[src/hdl/acd_pkg.sv]
// shared constants and types of the analog channel configuration decoder
// assumes a 32-bit apb slave with byte addresses on an 8-bit paddr
package acd_pkg;

	localparam int ACD_NUM_IN  = 4;
	localparam int ACD_NUM_OUT = 2;

	// register map, byte addresses
	localparam logic [7:0] ACD_CFG_BASE = 8'h00;
	localparam logic [7:0] ACD_STATUS   = 8'h40;
	localparam logic [7:0] ACD_IRQ_EN   = 8'h44;
	localparam logic [7:0] ACD_IRQ_CLR  = 8'h48;
	localparam logic [7:0] ACD_ERR      = 8'h4c;
	localparam logic [7:0] ACD_INFO     = 8'h50;
	localparam int         ACD_ERR_ANY  = 31;

	// field layout of the configuration words
	localparam int ACD_FILT_LSB = 0;
	localparam int ACD_FILT_W   = 4;
	localparam int ACD_TYPE_LSB = 0;
	localparam int ACD_TYPE_W   = 6;
	localparam int ACD_FMT_LSB  = 8;
	localparam int ACD_FMT_W    = 3;

	localparam logic [31:0] ACD_FILT_MASK = 32'h0000000f;
	localparam logic [31:0] ACD_CFG_MASK  = 32'h0000073f;
	localparam logic [31:0] ACD_WORD_RST  = 32'h00000000;

	// highest legal codes
	localparam logic [3:0] ACD_FILT_MAX  = 4'h5;
	localparam logic [2:0] ACD_IFMT_MAX  = 3'h4;
	localparam logic [2:0] ACD_OFMT_MAX  = 3'h3;
	localparam logic [5:0] ACD_ITYPE_MAX = 6'h20;

	// input type code boundaries
	localparam logic [5:0] ACD_TC_FIRST  = 6'h08;
	localparam logic [5:0] ACD_TC_LAST   = 6'h10;
	localparam logic [5:0] ACD_RTD_LAST  = 6'h1c;
	localparam logic [5:0] ACD_MV_FIRST  = 6'h06;
	localparam logic [5:0] ACD_I_4_20    = 6'h03;
	localparam logic [5:0] ACD_I_0_20    = 6'h05;

	// filter corner frequencies in hz
	localparam logic [10:0] ACD_HZ_60   = 11'h03c;
	localparam logic [10:0] ACD_HZ_50   = 11'h032;
	localparam logic [10:0] ACD_HZ_10   = 11'h00a;
	localparam logic [10:0] ACD_HZ_250  = 11'h0fa;
	localparam logic [10:0] ACD_HZ_500  = 11'h1f4;
	localparam logic [10:0] ACD_HZ_1000 = 11'h3e8;

	typedef enum logic [1:0] {
		ACD_K_FILT = 2'h0,
		ACD_K_IN   = 2'h1,
		ACD_K_OUT  = 2'h2
	} acd_kind_t;

	typedef enum logic [2:0] {
		ACD_C_VOLT = 3'h0,
		ACD_C_CURR = 3'h1,
		ACD_C_MV   = 3'h2,
		ACD_C_TC   = 3'h3,
		ACD_C_RTD  = 3'h4,
		ACD_C_OHM  = 3'h5
	} acd_class_t;

endpackage

[src/hdl/acd_chk_if.sv]
// carries one candidate configuration word to its checker and the verdict back
// assumes the checker is purely combinational
`timescale 1ns/1ns
interface acd_chk_if;
	import acd_pkg::*;
	logic [31:0] word;
	acd_kind_t   kind;
	logic        ok;
	modport src (output word, output kind, input ok);
	modport chk (input word, input kind, output ok);
endinterface

[src/hdl/acd_word_chk.sv]
// legality check of one configuration word, by word kind
// assumes kind is constant per instance
`timescale 1ns/1ns
module acd_word_chk
	import acd_pkg::*;
(
	acd_chk_if.chk c
);

	logic [ACD_FILT_W-1:0] filt;
	logic [ACD_FMT_W-1:0]  fmt;
	logic [ACD_TYPE_W-1:0] typ;

	assign filt = c.word[ACD_FILT_LSB +: ACD_FILT_W];
	assign fmt  = c.word[ACD_FMT_LSB +: ACD_FMT_W];
	assign typ  = c.word[ACD_TYPE_LSB +: ACD_TYPE_W];

	always_comb
	begin
		unique case (c.kind)
			ACD_K_FILT: c.ok = ((c.word & ~ACD_FILT_MASK) == 32'h0)
				&& (filt <= ACD_FILT_MAX);
			ACD_K_IN:   c.ok = ((c.word & ~ACD_CFG_MASK) == 32'h0)
				&& (fmt <= ACD_IFMT_MAX)
				&& (typ <= ACD_ITYPE_MAX);
			// output type/range is stored but not judged here
			ACD_K_OUT:  c.ok = ((c.word & ~ACD_CFG_MASK) == 32'h0)
				&& (fmt <= ACD_OFMT_MAX);
			default:    c.ok = 1'b0;
		endcase
	end

endmodule

[src/hdl/acd_irq.sv]
// sticky event status, enable mask and level interrupt
// assumes event pulses and write strobes are one cycle, same clock
`timescale 1ns/1ns
module acd_irq
#(
	parameter int W = 10
)
(
	input  wire logic         sys_clk,
	input  wire logic         reset,
	input  wire logic [W-1:0] event_set,
	input  wire logic         en_we,
	input  wire logic         clr_we,
	input  wire logic [W-1:0] wdata,
	output logic      [W-1:0] status,
	output logic      [W-1:0] enable,
	output logic              irq
);

	// a new event outranks a clear written in the same cycle
	always_ff @(posedge sys_clk)
	begin
		if (reset)
			status <= '0;
		else
			status <= (status & ~(clr_we ? wdata : '0)) | event_set;
	end

	always_ff @(posedge sys_clk)
	begin
		if (reset)
			enable <= '0;
		else if (en_we)
			enable <= wdata;
	end

	always_ff @(posedge sys_clk)
	begin
		if (reset)
			irq <= 1'b0;
		else
			irq <= |(next_masked());
	end

	function automatic logic [W-1:0] next_masked();
		next_masked = ((status & ~(clr_we ? wdata : '0)) | event_set)
			& (en_we ? wdata : enable);
	endfunction

endmodule

[src/hdl/acd_cfg_decoder.sv]
// analog channel configuration decoder: apb register bank that checks and
// decodes per-channel filter, format and sensor type words
// assumes a single 250 mhz clock, synchronous active-high reset, apb master
//
// Decided for this implementation: the register addresses and the APB register port.
`timescale 1ns/1ns

// What this block does
// the low four bits of an input filter word pick 60, 50, 10, 250, 500 hz or 1 khz for codes 0 to 5.
// a filter code above five or any set unused bit gives a module configuration error.
// bits 8 to 10 of an input word pick raw, engineering, engineering x10, pid scaled or percent.
// format codes 5 to 7 on inputs and 4 to 7 on outputs give a module configuration error.
// software writes zero into every bit the encodings show as zero.
// input type codes 0 to 7 pick the voltage, current and millivolt ranges.
// input type codes 8 to 15 pick thermocouples j k t e r s b n, and code 16 picks type c.
// input type codes 17 to 32 pick the rtd sensors and then the plain resistance ranges.
// bits 8 to 10 of an output word pick raw, engineering, pid scaled or percent.
// an error stands until a valid word is written, and a bad word leaves the settings alone.
module acd_cfg_decoder
	import acd_pkg::*;
#(
	parameter int NUM_IN  = ACD_NUM_IN,
	parameter int NUM_OUT = ACD_NUM_OUT
)
(
	input  wire logic                     sys_clk,
	input  wire logic                     reset,
	input  wire logic                     psel,
	input  wire logic                     penable,
	input  wire logic                     pwrite,
	input  wire logic [7:0]               paddr,
	input  wire logic [31:0]              pwdata,
	output logic      [31:0]              prdata,
	output logic                          pready,
	output logic                          pslverr,
	output logic                          irq,
	output logic                          cfg_error,
	output logic [NUM_IN-1:0][10:0]       in_filter_hz,
	output logic [NUM_IN-1:0][2:0]        in_format,
	output logic [NUM_IN-1:0][5:0]        in_type,
	output logic [NUM_IN-1:0][2:0]        in_class,
	output logic [NUM_IN-1:0][3:0]        in_sub,
	output logic [NUM_OUT-1:0][2:0]       out_format,
	output logic [NUM_OUT-1:0][5:0]       out_type
);

	localparam int NW = 2 * NUM_IN + NUM_OUT;

	logic [31:0]   active [NW];
	logic [NW-1:0] word_ok;
	logic [NW-1:0] word_sel;
	logic [NW-1:0] word_err;
	logic [NW-1:0] reject_ev;
	logic [NW-1:0] irq_status;
	logic [NW-1:0] irq_enable;
	logic          setup;
	logic          wr_acc;
	logic          cfg_hit;
	logic [5:0]    widx;
	logic [31:0]   next_prdata;
	logic          next_pslverr;

	// filter word code to corner frequency
	function automatic logic [10:0] filt_hz(input logic [3:0] code);
		unique case (code)
			4'h0:    filt_hz = ACD_HZ_60;
			4'h1:    filt_hz = ACD_HZ_50;
			4'h2:    filt_hz = ACD_HZ_10;
			4'h3:    filt_hz = ACD_HZ_250;
			4'h4:    filt_hz = ACD_HZ_500;
			4'h5:    filt_hz = ACD_HZ_1000;
			default: filt_hz = ACD_HZ_60;
		endcase
	endfunction

	// input type code to sensor class
	function automatic acd_class_t type_class(input logic [5:0] code);
		if (code < ACD_MV_FIRST)
			type_class = (code == ACD_I_4_20 || code == ACD_I_0_20) ?
				ACD_C_CURR : ACD_C_VOLT;
		else if (code < ACD_TC_FIRST)
			type_class = ACD_C_MV;
		else if (code <= ACD_TC_LAST)
			type_class = ACD_C_TC;
		else if (code <= ACD_RTD_LAST)
			type_class = ACD_C_RTD;
		else
			type_class = ACD_C_OHM;
	endfunction

	// index of the range within its class: tc j..c 0..8, rtd 0..11, ohm 0..3
	function automatic logic [3:0] type_sub(input logic [5:0] code);
		logic [5:0] d;
		d = 6'h00;
		if (code >= ACD_TC_FIRST && code <= ACD_TC_LAST)
			d = code - ACD_TC_FIRST;
		else if (code > ACD_TC_LAST && code <= ACD_RTD_LAST)
			d = code - ACD_TC_LAST - 6'h01;
		else if (code > ACD_RTD_LAST)
			d = code - ACD_RTD_LAST - 6'h01;
		else
			d = code;
		type_sub = d[3:0];
	endfunction

	// zero-wait slave: read data is caught in the setup cycle
	assign pready = 1'b1;
	assign setup  = psel & ~penable;
	assign wr_acc = psel & penable & pwrite;
	assign widx   = paddr[7:2];
	assign cfg_hit = (paddr[1:0] == 2'h0) && (widx < 6'(NW));

	generate
		for (genvar i = 0; i < NW; i++)
		begin : g_word
			localparam acd_kind_t KIND = (i >= 2 * NUM_IN) ? ACD_K_OUT :
				((i % 2) == 1) ? ACD_K_IN : ACD_K_FILT;

			acd_chk_if c ();

			assign c.word     = pwdata;
			assign c.kind     = KIND;
			assign word_ok[i] = c.ok;
			assign word_sel[i] = wr_acc && cfg_hit && (widx == 6'(i));
			assign reject_ev[i] = word_sel[i] & ~word_ok[i];

			acd_word_chk u_chk (
				.c (c)
			);

			// a rejected word never reaches the active settings
			always_ff @(posedge sys_clk)
			begin
				if (reset)
					active[i] <= ACD_WORD_RST;
				else if (word_sel[i] && word_ok[i])
					active[i] <= pwdata;
			end

			// error tracks the last write to this word
			always_ff @(posedge sys_clk)
			begin
				if (reset)
					word_err[i] <= 1'b0;
				else if (word_sel[i])
					word_err[i] <= ~word_ok[i];
			end
		end
	endgenerate

	// module condition summary
	always_ff @(posedge sys_clk)
	begin
		if (reset)
			cfg_error <= 1'b0;
		else
			cfg_error <= |((word_err & ~word_sel) | reject_ev);
	end

	generate
		for (genvar j = 0; j < NUM_IN; j++)
		begin : g_in
			always_ff @(posedge sys_clk)
			begin
				if (reset)
				begin
					in_filter_hz[j] <= ACD_HZ_60;
					in_format[j]    <= 3'h0;
					in_type[j]      <= 6'h00;
					in_class[j]     <= ACD_C_VOLT;
					in_sub[j]       <= 4'h0;
				end
				else
				begin
					in_filter_hz[j] <= filt_hz(active[2*j][ACD_FILT_LSB +: ACD_FILT_W]);
					in_format[j]    <= active[2*j+1][ACD_FMT_LSB +: ACD_FMT_W];
					in_type[j]      <= active[2*j+1][ACD_TYPE_LSB +: ACD_TYPE_W];
					in_class[j]     <= type_class(active[2*j+1][ACD_TYPE_LSB +: ACD_TYPE_W]);
					in_sub[j]       <= type_sub(active[2*j+1][ACD_TYPE_LSB +: ACD_TYPE_W]);
				end
			end
		end

		for (genvar k = 0; k < NUM_OUT; k++)
		begin : g_out
			always_ff @(posedge sys_clk)
			begin
				if (reset)
				begin
					out_format[k] <= 3'h0;
					out_type[k]   <= 6'h00;
				end
				else
				begin
					out_format[k] <= active[2*NUM_IN+k][ACD_FMT_LSB +: ACD_FMT_W];
					out_type[k]   <= active[2*NUM_IN+k][ACD_TYPE_LSB +: ACD_TYPE_W];
				end
			end
		end
	endgenerate

	acd_irq #(
		.W (NW)
	) u_irq (
		.sys_clk   (sys_clk),
		.reset     (reset),
		.event_set (reject_ev),
		.en_we     (wr_acc && paddr == ACD_IRQ_EN),
		.clr_we    (wr_acc && paddr == ACD_IRQ_CLR),
		.wdata     (pwdata[NW-1:0]),
		.status    (irq_status),
		.enable    (irq_enable),
		.irq       (irq)
	);

	// read mux, decoded from the setup-cycle address
	always_comb
	begin
		next_prdata  = 32'h0;
		next_pslverr = 1'b0;
		if (cfg_hit)
			next_prdata = active[widx[$clog2(NW)-1:0]];
		else
		begin
			unique case (paddr)
				ACD_STATUS:  next_prdata = 32'(irq_status);
				ACD_IRQ_EN:  next_prdata = 32'(irq_enable);
				ACD_IRQ_CLR: next_prdata = 32'h0;
				ACD_ERR:
				begin
					next_prdata = 32'(word_err);
					next_prdata[ACD_ERR_ANY] = |word_err;
				end
				ACD_INFO:    next_prdata = {16'(NUM_OUT), 16'(NUM_IN)};
				default:     next_pslverr = 1'b1;
			endcase
		end
	end

	always_ff @(posedge sys_clk)
	begin
		if (reset)
		begin
			prdata  <= 32'h0;
			pslverr <= 1'b0;
		end
		else if (setup)
		begin
			prdata  <= pwrite ? 32'h0 : next_prdata;
			pslverr <= next_pslverr;
		end
	end

endmodule

[config.mk]
export PLATFORM = sky130hd
export DESIGN_NAME = acd_cfg_decoder
export DESIGN_NICKNAME = d
export VERILOG_FILES = /design/src/hdl/acd_pkg.sv /design/src/hdl/acd_chk_if.sv /design/src/hdl/acd_word_chk.sv /design/src/hdl/acd_irq.sv /design/src/hdl/acd_cfg_decoder.sv
export SDC_FILE = /design/constraint.sdc
export NUM_CORES = 1
export LEC_CHECK = 0
export BUFFER_PORTS_ARGS = -buffer_cell sky130_fd_sc_hd__buf_2
export CORE_MARGIN = 4
export CORE_UTILIZATION = 63
export DETAILED_ROUTE_END_ITERATION = 16
export GPL_ROUTABILITY_DRIVEN = 0
export HOLD_SLACK_MARGIN = 0.06
export PLACE_DENSITY = 0.85
export SLEW_MARGIN = 20
export SYNTH_ARGS = -nofsm -noshare
export SYNTH_HDL_FRONTEND = slang
export SYNTH_SLANG_ARGS = --single-unit
[constraint.sdc]
create_clock -name sys_clk -period 6 [get_ports sys_clk]
set_input_delay 0.6 -clock sys_clk [delete_from_list [all_inputs] [get_ports sys_clk]]
set_output_delay 0.6 -clock sys_clk [all_outputs]
set_load 0.05 [all_outputs]
# Word level (Yosys, flattened, before mapping)

Memories as Yosys holds them, arrays and structs flattened. A register that Yosys moved wholly into a read port is not among the register bits.
Cells that the tools add are included.

Bits of input ports: 45
Output and inout bits: 162
Bits in writable memories: 320
Logic and storage cells: 299
Register bits: 173
Memories: 1

Memory list:

| memory | depth | bits a word | rd ports | clocked after memory_dff | write ports | line                  | text |
|---|---|---|---|---|---|---|---|
| active | 10    | 32          | 11       | 2                        | 10          | acd_cfg_decoder.sv:49 | `logic [31:0] active [NW];` |

Multiplexer cells: 85
Equal/unequal tests: 42
Order comparisons: 33
$add $sub $neg: 20
Bitwise operators: 34
Reductions and logical operators: 48

Operators with widths:

| operator                                                                          | number |
|---|---|
| 32-bit 2-to-1 mux                                                                 | 12 |
| 10-bit case mux with 5 select lines                                               | 4 |
| 32-bit case mux with 4 select lines                                               | 1 |
| 32-bit zero test                                                                  | 2 |
| 6-bit by 3-bit equality test with 1-bit output (second input constant)            | 8 |
| 6-bit by 5-bit > comparator with 1-bit output (second input constant)             | 8 |
| 6-bit by 5-bit less-or-equal comparator with 1-bit output (second input constant) | 8 |
| 4-bit 2-to-1 mux                                                                  | 12 |
| 4-bit by 1-bit subtractor with 4-bit output (second input constant)               | 12 |
| 1-bit 2-to-1 mux                                                                  | 42 |
| 8-bit by 7-bit equality test with 1-bit output (second input constant)            | 5 |
| 6-bit by 2-bit equality test with 1-bit output (second input constant)            | 6 |
| 1-bit logical AND                                                                 | 36 |
| 3-bit 2-to-1 mux                                                                  | 12 |
| 4-bit by 2-bit equality test with 1-bit output (second input constant)            | 8 |
| 4-bit by 3-bit equality test with 1-bit output (second input constant)            | 8 |
| 4-bit subtractor (second input constant)                                          | 8 |
| 10-bit AND                                                                        | 3 |
| 6-bit by 4-bit < comparator with 1-bit output (second input constant)             | 5 |
| 10-bit OR reduction                                                               | 3 |
| 6-bit by 4-bit >= comparator with 1-bit output (second input constant)            | 4 |
| 6-bit by 3-bit < comparator with 1-bit output (second input constant)             | 4 |
| 10-bit 2-to-1 mux                                                                 | 2 |
| 10-bit inverter                                                                   | 2 |
| 15 further kinds                                                                  | 47 |

# Logic depth before layout (Yosys ltp)

Depth in word-level cells: 9
Gate-level depth with buffers: 10
Mapped depth without buffers: 8

# By module

From an unflattened synthesis, not the netlist that was laid out.

Cells, all modules: 1858
Area total of the unflattened synthesis: 22849.4 um^2

By module, submodules not included:

| module          | sequential area each (um^2) | cells an instance | area an instance (um^2) | instances |
|---|---|---|---|---|
| acd_cfg_decoder | 12772.2                     | 1594              | 20922.6                 | 1 |
| acd_word_chk    | 0.0                         | 18                | 112.6                   | 10 |
| acd_irq         | 420.4                       | 84                | 800.8                   | 1 |

# Least setup slack after synthesis

OpenSTA, ideal clock, no wires.

Path kind: input -> register
Start point: input pwdata[26]
End point: memory active[8][0], enable pin
Required time: 5.570 ns
Arrival time: 3.259 ns
Slack: 2.311 ns
Buffers on the path: 2
Setup time: 0.430 ns
Cell stages on the path: 6
Cells stage by stage: nor4_1 -> nand4_1 -> buf_2 -> or3_1 -> clkbuf_1 -> o21bai_1

RTL lines:

| what               | line                  | text |
|---|---|---|
| start: declaration | acd_cfg_decoder.sv:32 | `input wire logic [31:0] pwdata,` |
| end: declaration   | acd_cfg_decoder.sv:49 |  |

==> results.ini <==
[run_status]
status=complete, no violations

[drt]
avgViaCountPerCell=5.98
first_pass_iters=7
drt_first_iter_violations=1793
final_antenna_net_count=0
wl_per_cell_microns=22.4
drc_errors=0
wirelength_mm=51.0
num_vias=13600

[timing]
max_freq_ghz=0.296
relSlewSlack=0.288
setup_viol=0
tightest_slew_ps=1070
hold_viol_final=0
finalMaxSlewViolations=0
fin_crit_ps=3380
finClkSkew_ps=22.8
tns_ps=0
grt_setup_unrepaired=false
hold_slack_ps=405
fin_crit_sh=0.564

[clock_network]
cts_tree=yes
cts_buffers=47
htree_levels=2
cts.clk_slew.worst_paths_ps=60
cts_hold_buffers=0
clock_latency_ps=560
clockBufferDepth=3
root_buffer=clkbuf_16
cts_setup_buffers=0
post_cts_resize_count=0
cts_sinks=499

[yosys]
synthTopCellsByArea=edfxtp_1, dfxtp_1, mux4_2
synth_seq_area_share=0.664
synth_top_area_frac=0.484
synth_flop_cell=edfxtp_1
synth_edf_count=320
synth_cell_type_count=68
syn_avg_cell_area_sq_um=14.0
syn_inst=1422
synthArstFlopShare=0
yosysWarningCount=0
ys_ff_latch=499
syn_area_sq_mm=0.0199
yosysTopAreaCell=edfxtp_1

[hold_path]
holdCritStartpoint=pwdata[3]
whs_path_depth=3
hold_path_class=in -> reg

[die]
die_w_microns=186
boundaryPins=207
core_area_sq_mm=0.0308
dieArea_sq_mm=0.0344
fp.dieH_microns=186
initial_core_util=0.644
rows=64

[critical_path]
worstPathRequired_ps=6180
reg2reg_to=prdata[2]
critPathKind=in -> reg
reg2reg_from=active[3][2]
arrival_ps=3560
cp_max_fo=26
startpoint=paddr[1]
cp-endpoint=active[1][9]
r2r_setup_slack_ps=3760
start_kind=input port
reg2regPathDepth=6
crit_path_end_kind=register

[place]
dp_hpwl_mm=31.9
placed_cell_area_sq_mm=0.0220
portBuffers=197

[grt]
antenna_found_initial=6
grt_pass1_vias=13100
grt_max_degree=97
grt_use_total=0.290
grt-ovfl-total=0
grt_first_pass_wirelength_mm=75.8

[finish]
syn_to_final_growth_pct=19.2
post_route_cells_drive_above_1_share=0.214
final_nets=1894
design_area_sq_mm=0.0237

[power_and_ir_drop]
p_leak_nw=9.14
p_per_area_mw_per_mm2=331
ir_drop_mv=0.269

[run]
cap_violations=0

-- report_power, final --
group / switching, mW / internal (mW) / total [mW] / leakage (nW)
Clock: 1.27 / 1.88 / 3.15 / 0.813
Sequential: 0.0987 / 3.87 / 3.97 / 4.58
Combinational: 0.489 / 0.220 / 0.708 / 3.74
-- area by class of cell --
cell class | count | area, sq um
flip-flops and latches | 499 | 13200
clock inverters | 20 | 275
repair buffers | 210 | 1090
well taps | 396 | 495
inverters | 33 | 124
fillers | 1793 | 7150
clock buffers | 68 | 1390
diodes | 5 | 12.5
multi-input cells | 1046 | 7090
-- worst max-delay path: stages --
cell	delay, ps
buf_2	130
or4_4	590
nor4_2	460
nand2_1	600
o21bai_2	640
buf_4	530
-- layout by cell type (no fill, tap or decap), types with 8 or more instances in the layout --
master	count
edfxtp_1	320
conb_1	265
buf_2	194
dfxtp_1	179
nor2_1	121
nor2b_1	80
a21oi_1	73
mux4_2	64
clkbuf_16	49
a22oi_1	43
nor3_1	41
mux2i_1	39
nor4_1	38
inv_1	30
o21ai_0	30
a211oi_1	27
nand2_1	22
mux2_2	21
buf_4	15
nand3_1	13
xnor2_1	12
o22ai_1	12
ha_1	12
nand4_1	11
clkbuf_8	9
nand2b_1	8
clkbuf_1	8
-- stage by stage --
stage	utilization	worst slack (ps)	std cells	power, mW
6_report	0.768	2620	2277	7.83
5_1_grt	0.768	2490	2276	8.04
4_1_cts	0.767	2590	2272	7.83
3_3_place_gp	0.713	2170	2184	4.69
3_5_place_dp	0.713	2070	2184	4.72
2_1_floorplan	-	2310	1685	4.52
-- worst min path at each step --
stage | to | slack [ps]
floorplan | word_err[1] | 440
global placement | word_err[6] | 460
detailed placement | word_err[6] | 470
CTS | u_irq.enable[6] | 370
global route | u_irq.enable[3] | 400
finish | u_irq.enable[3] | 400
-- sequential cells by signal, summed over array words and instances, names as in the netlist --
register / cells
active: 320
prdata: 32
u_irq.enable: 10
pslverr: 1
u_irq.irq: 1
in_sub: 16
out_type: 12
in_filter_hz: 32
in_type: 24
word_err: 10
u_irq.status: 10
in_class: 12
out_format: 6
cfg_error: 1
in_format: 12
-- cell usage after synthesis (13+ instances only) --
cell      instances
mux4_2           64
mux2i_1          39
dfxtp_1         179
nor4_1           38
a22oi_1          43
buf_2            19
nor2_1          122
nor3_1           42
a21oi_1          73
nand3_1          13
o21ai_0          30
clkbuf_1         62
inv_1            30
edfxtp_1        320
nand2_1          22
a211oi_1         27
nor2b_1          80
mux2_2           21
buf_4            17
-- cells by family after synthesis --
group                      count (synthesis)  share of synthesized area
xor gates and xnor gates                  13                    0.00573
DFF                                      499                      0.664
muxes                                    124                      0.104
and+or+nand+nor                          386                      0.104
AOI/OAI and AO/OA                        246                     0.0825
other                                      2                   0.000378
adders and majority gates                 12                    0.00756
buffers and inverters                    140                     0.0309
-- layer usage --
metal	track usage	share of wire	up-vias
met2	0.469	0.47	955
met5	0	0.00055	-
met3	0.0627	0.12	191
li1	-	-	5971
met1	0.393	0.36	6499
met4	0.109	0.043	4
Power figures use the tool's default switching activity.
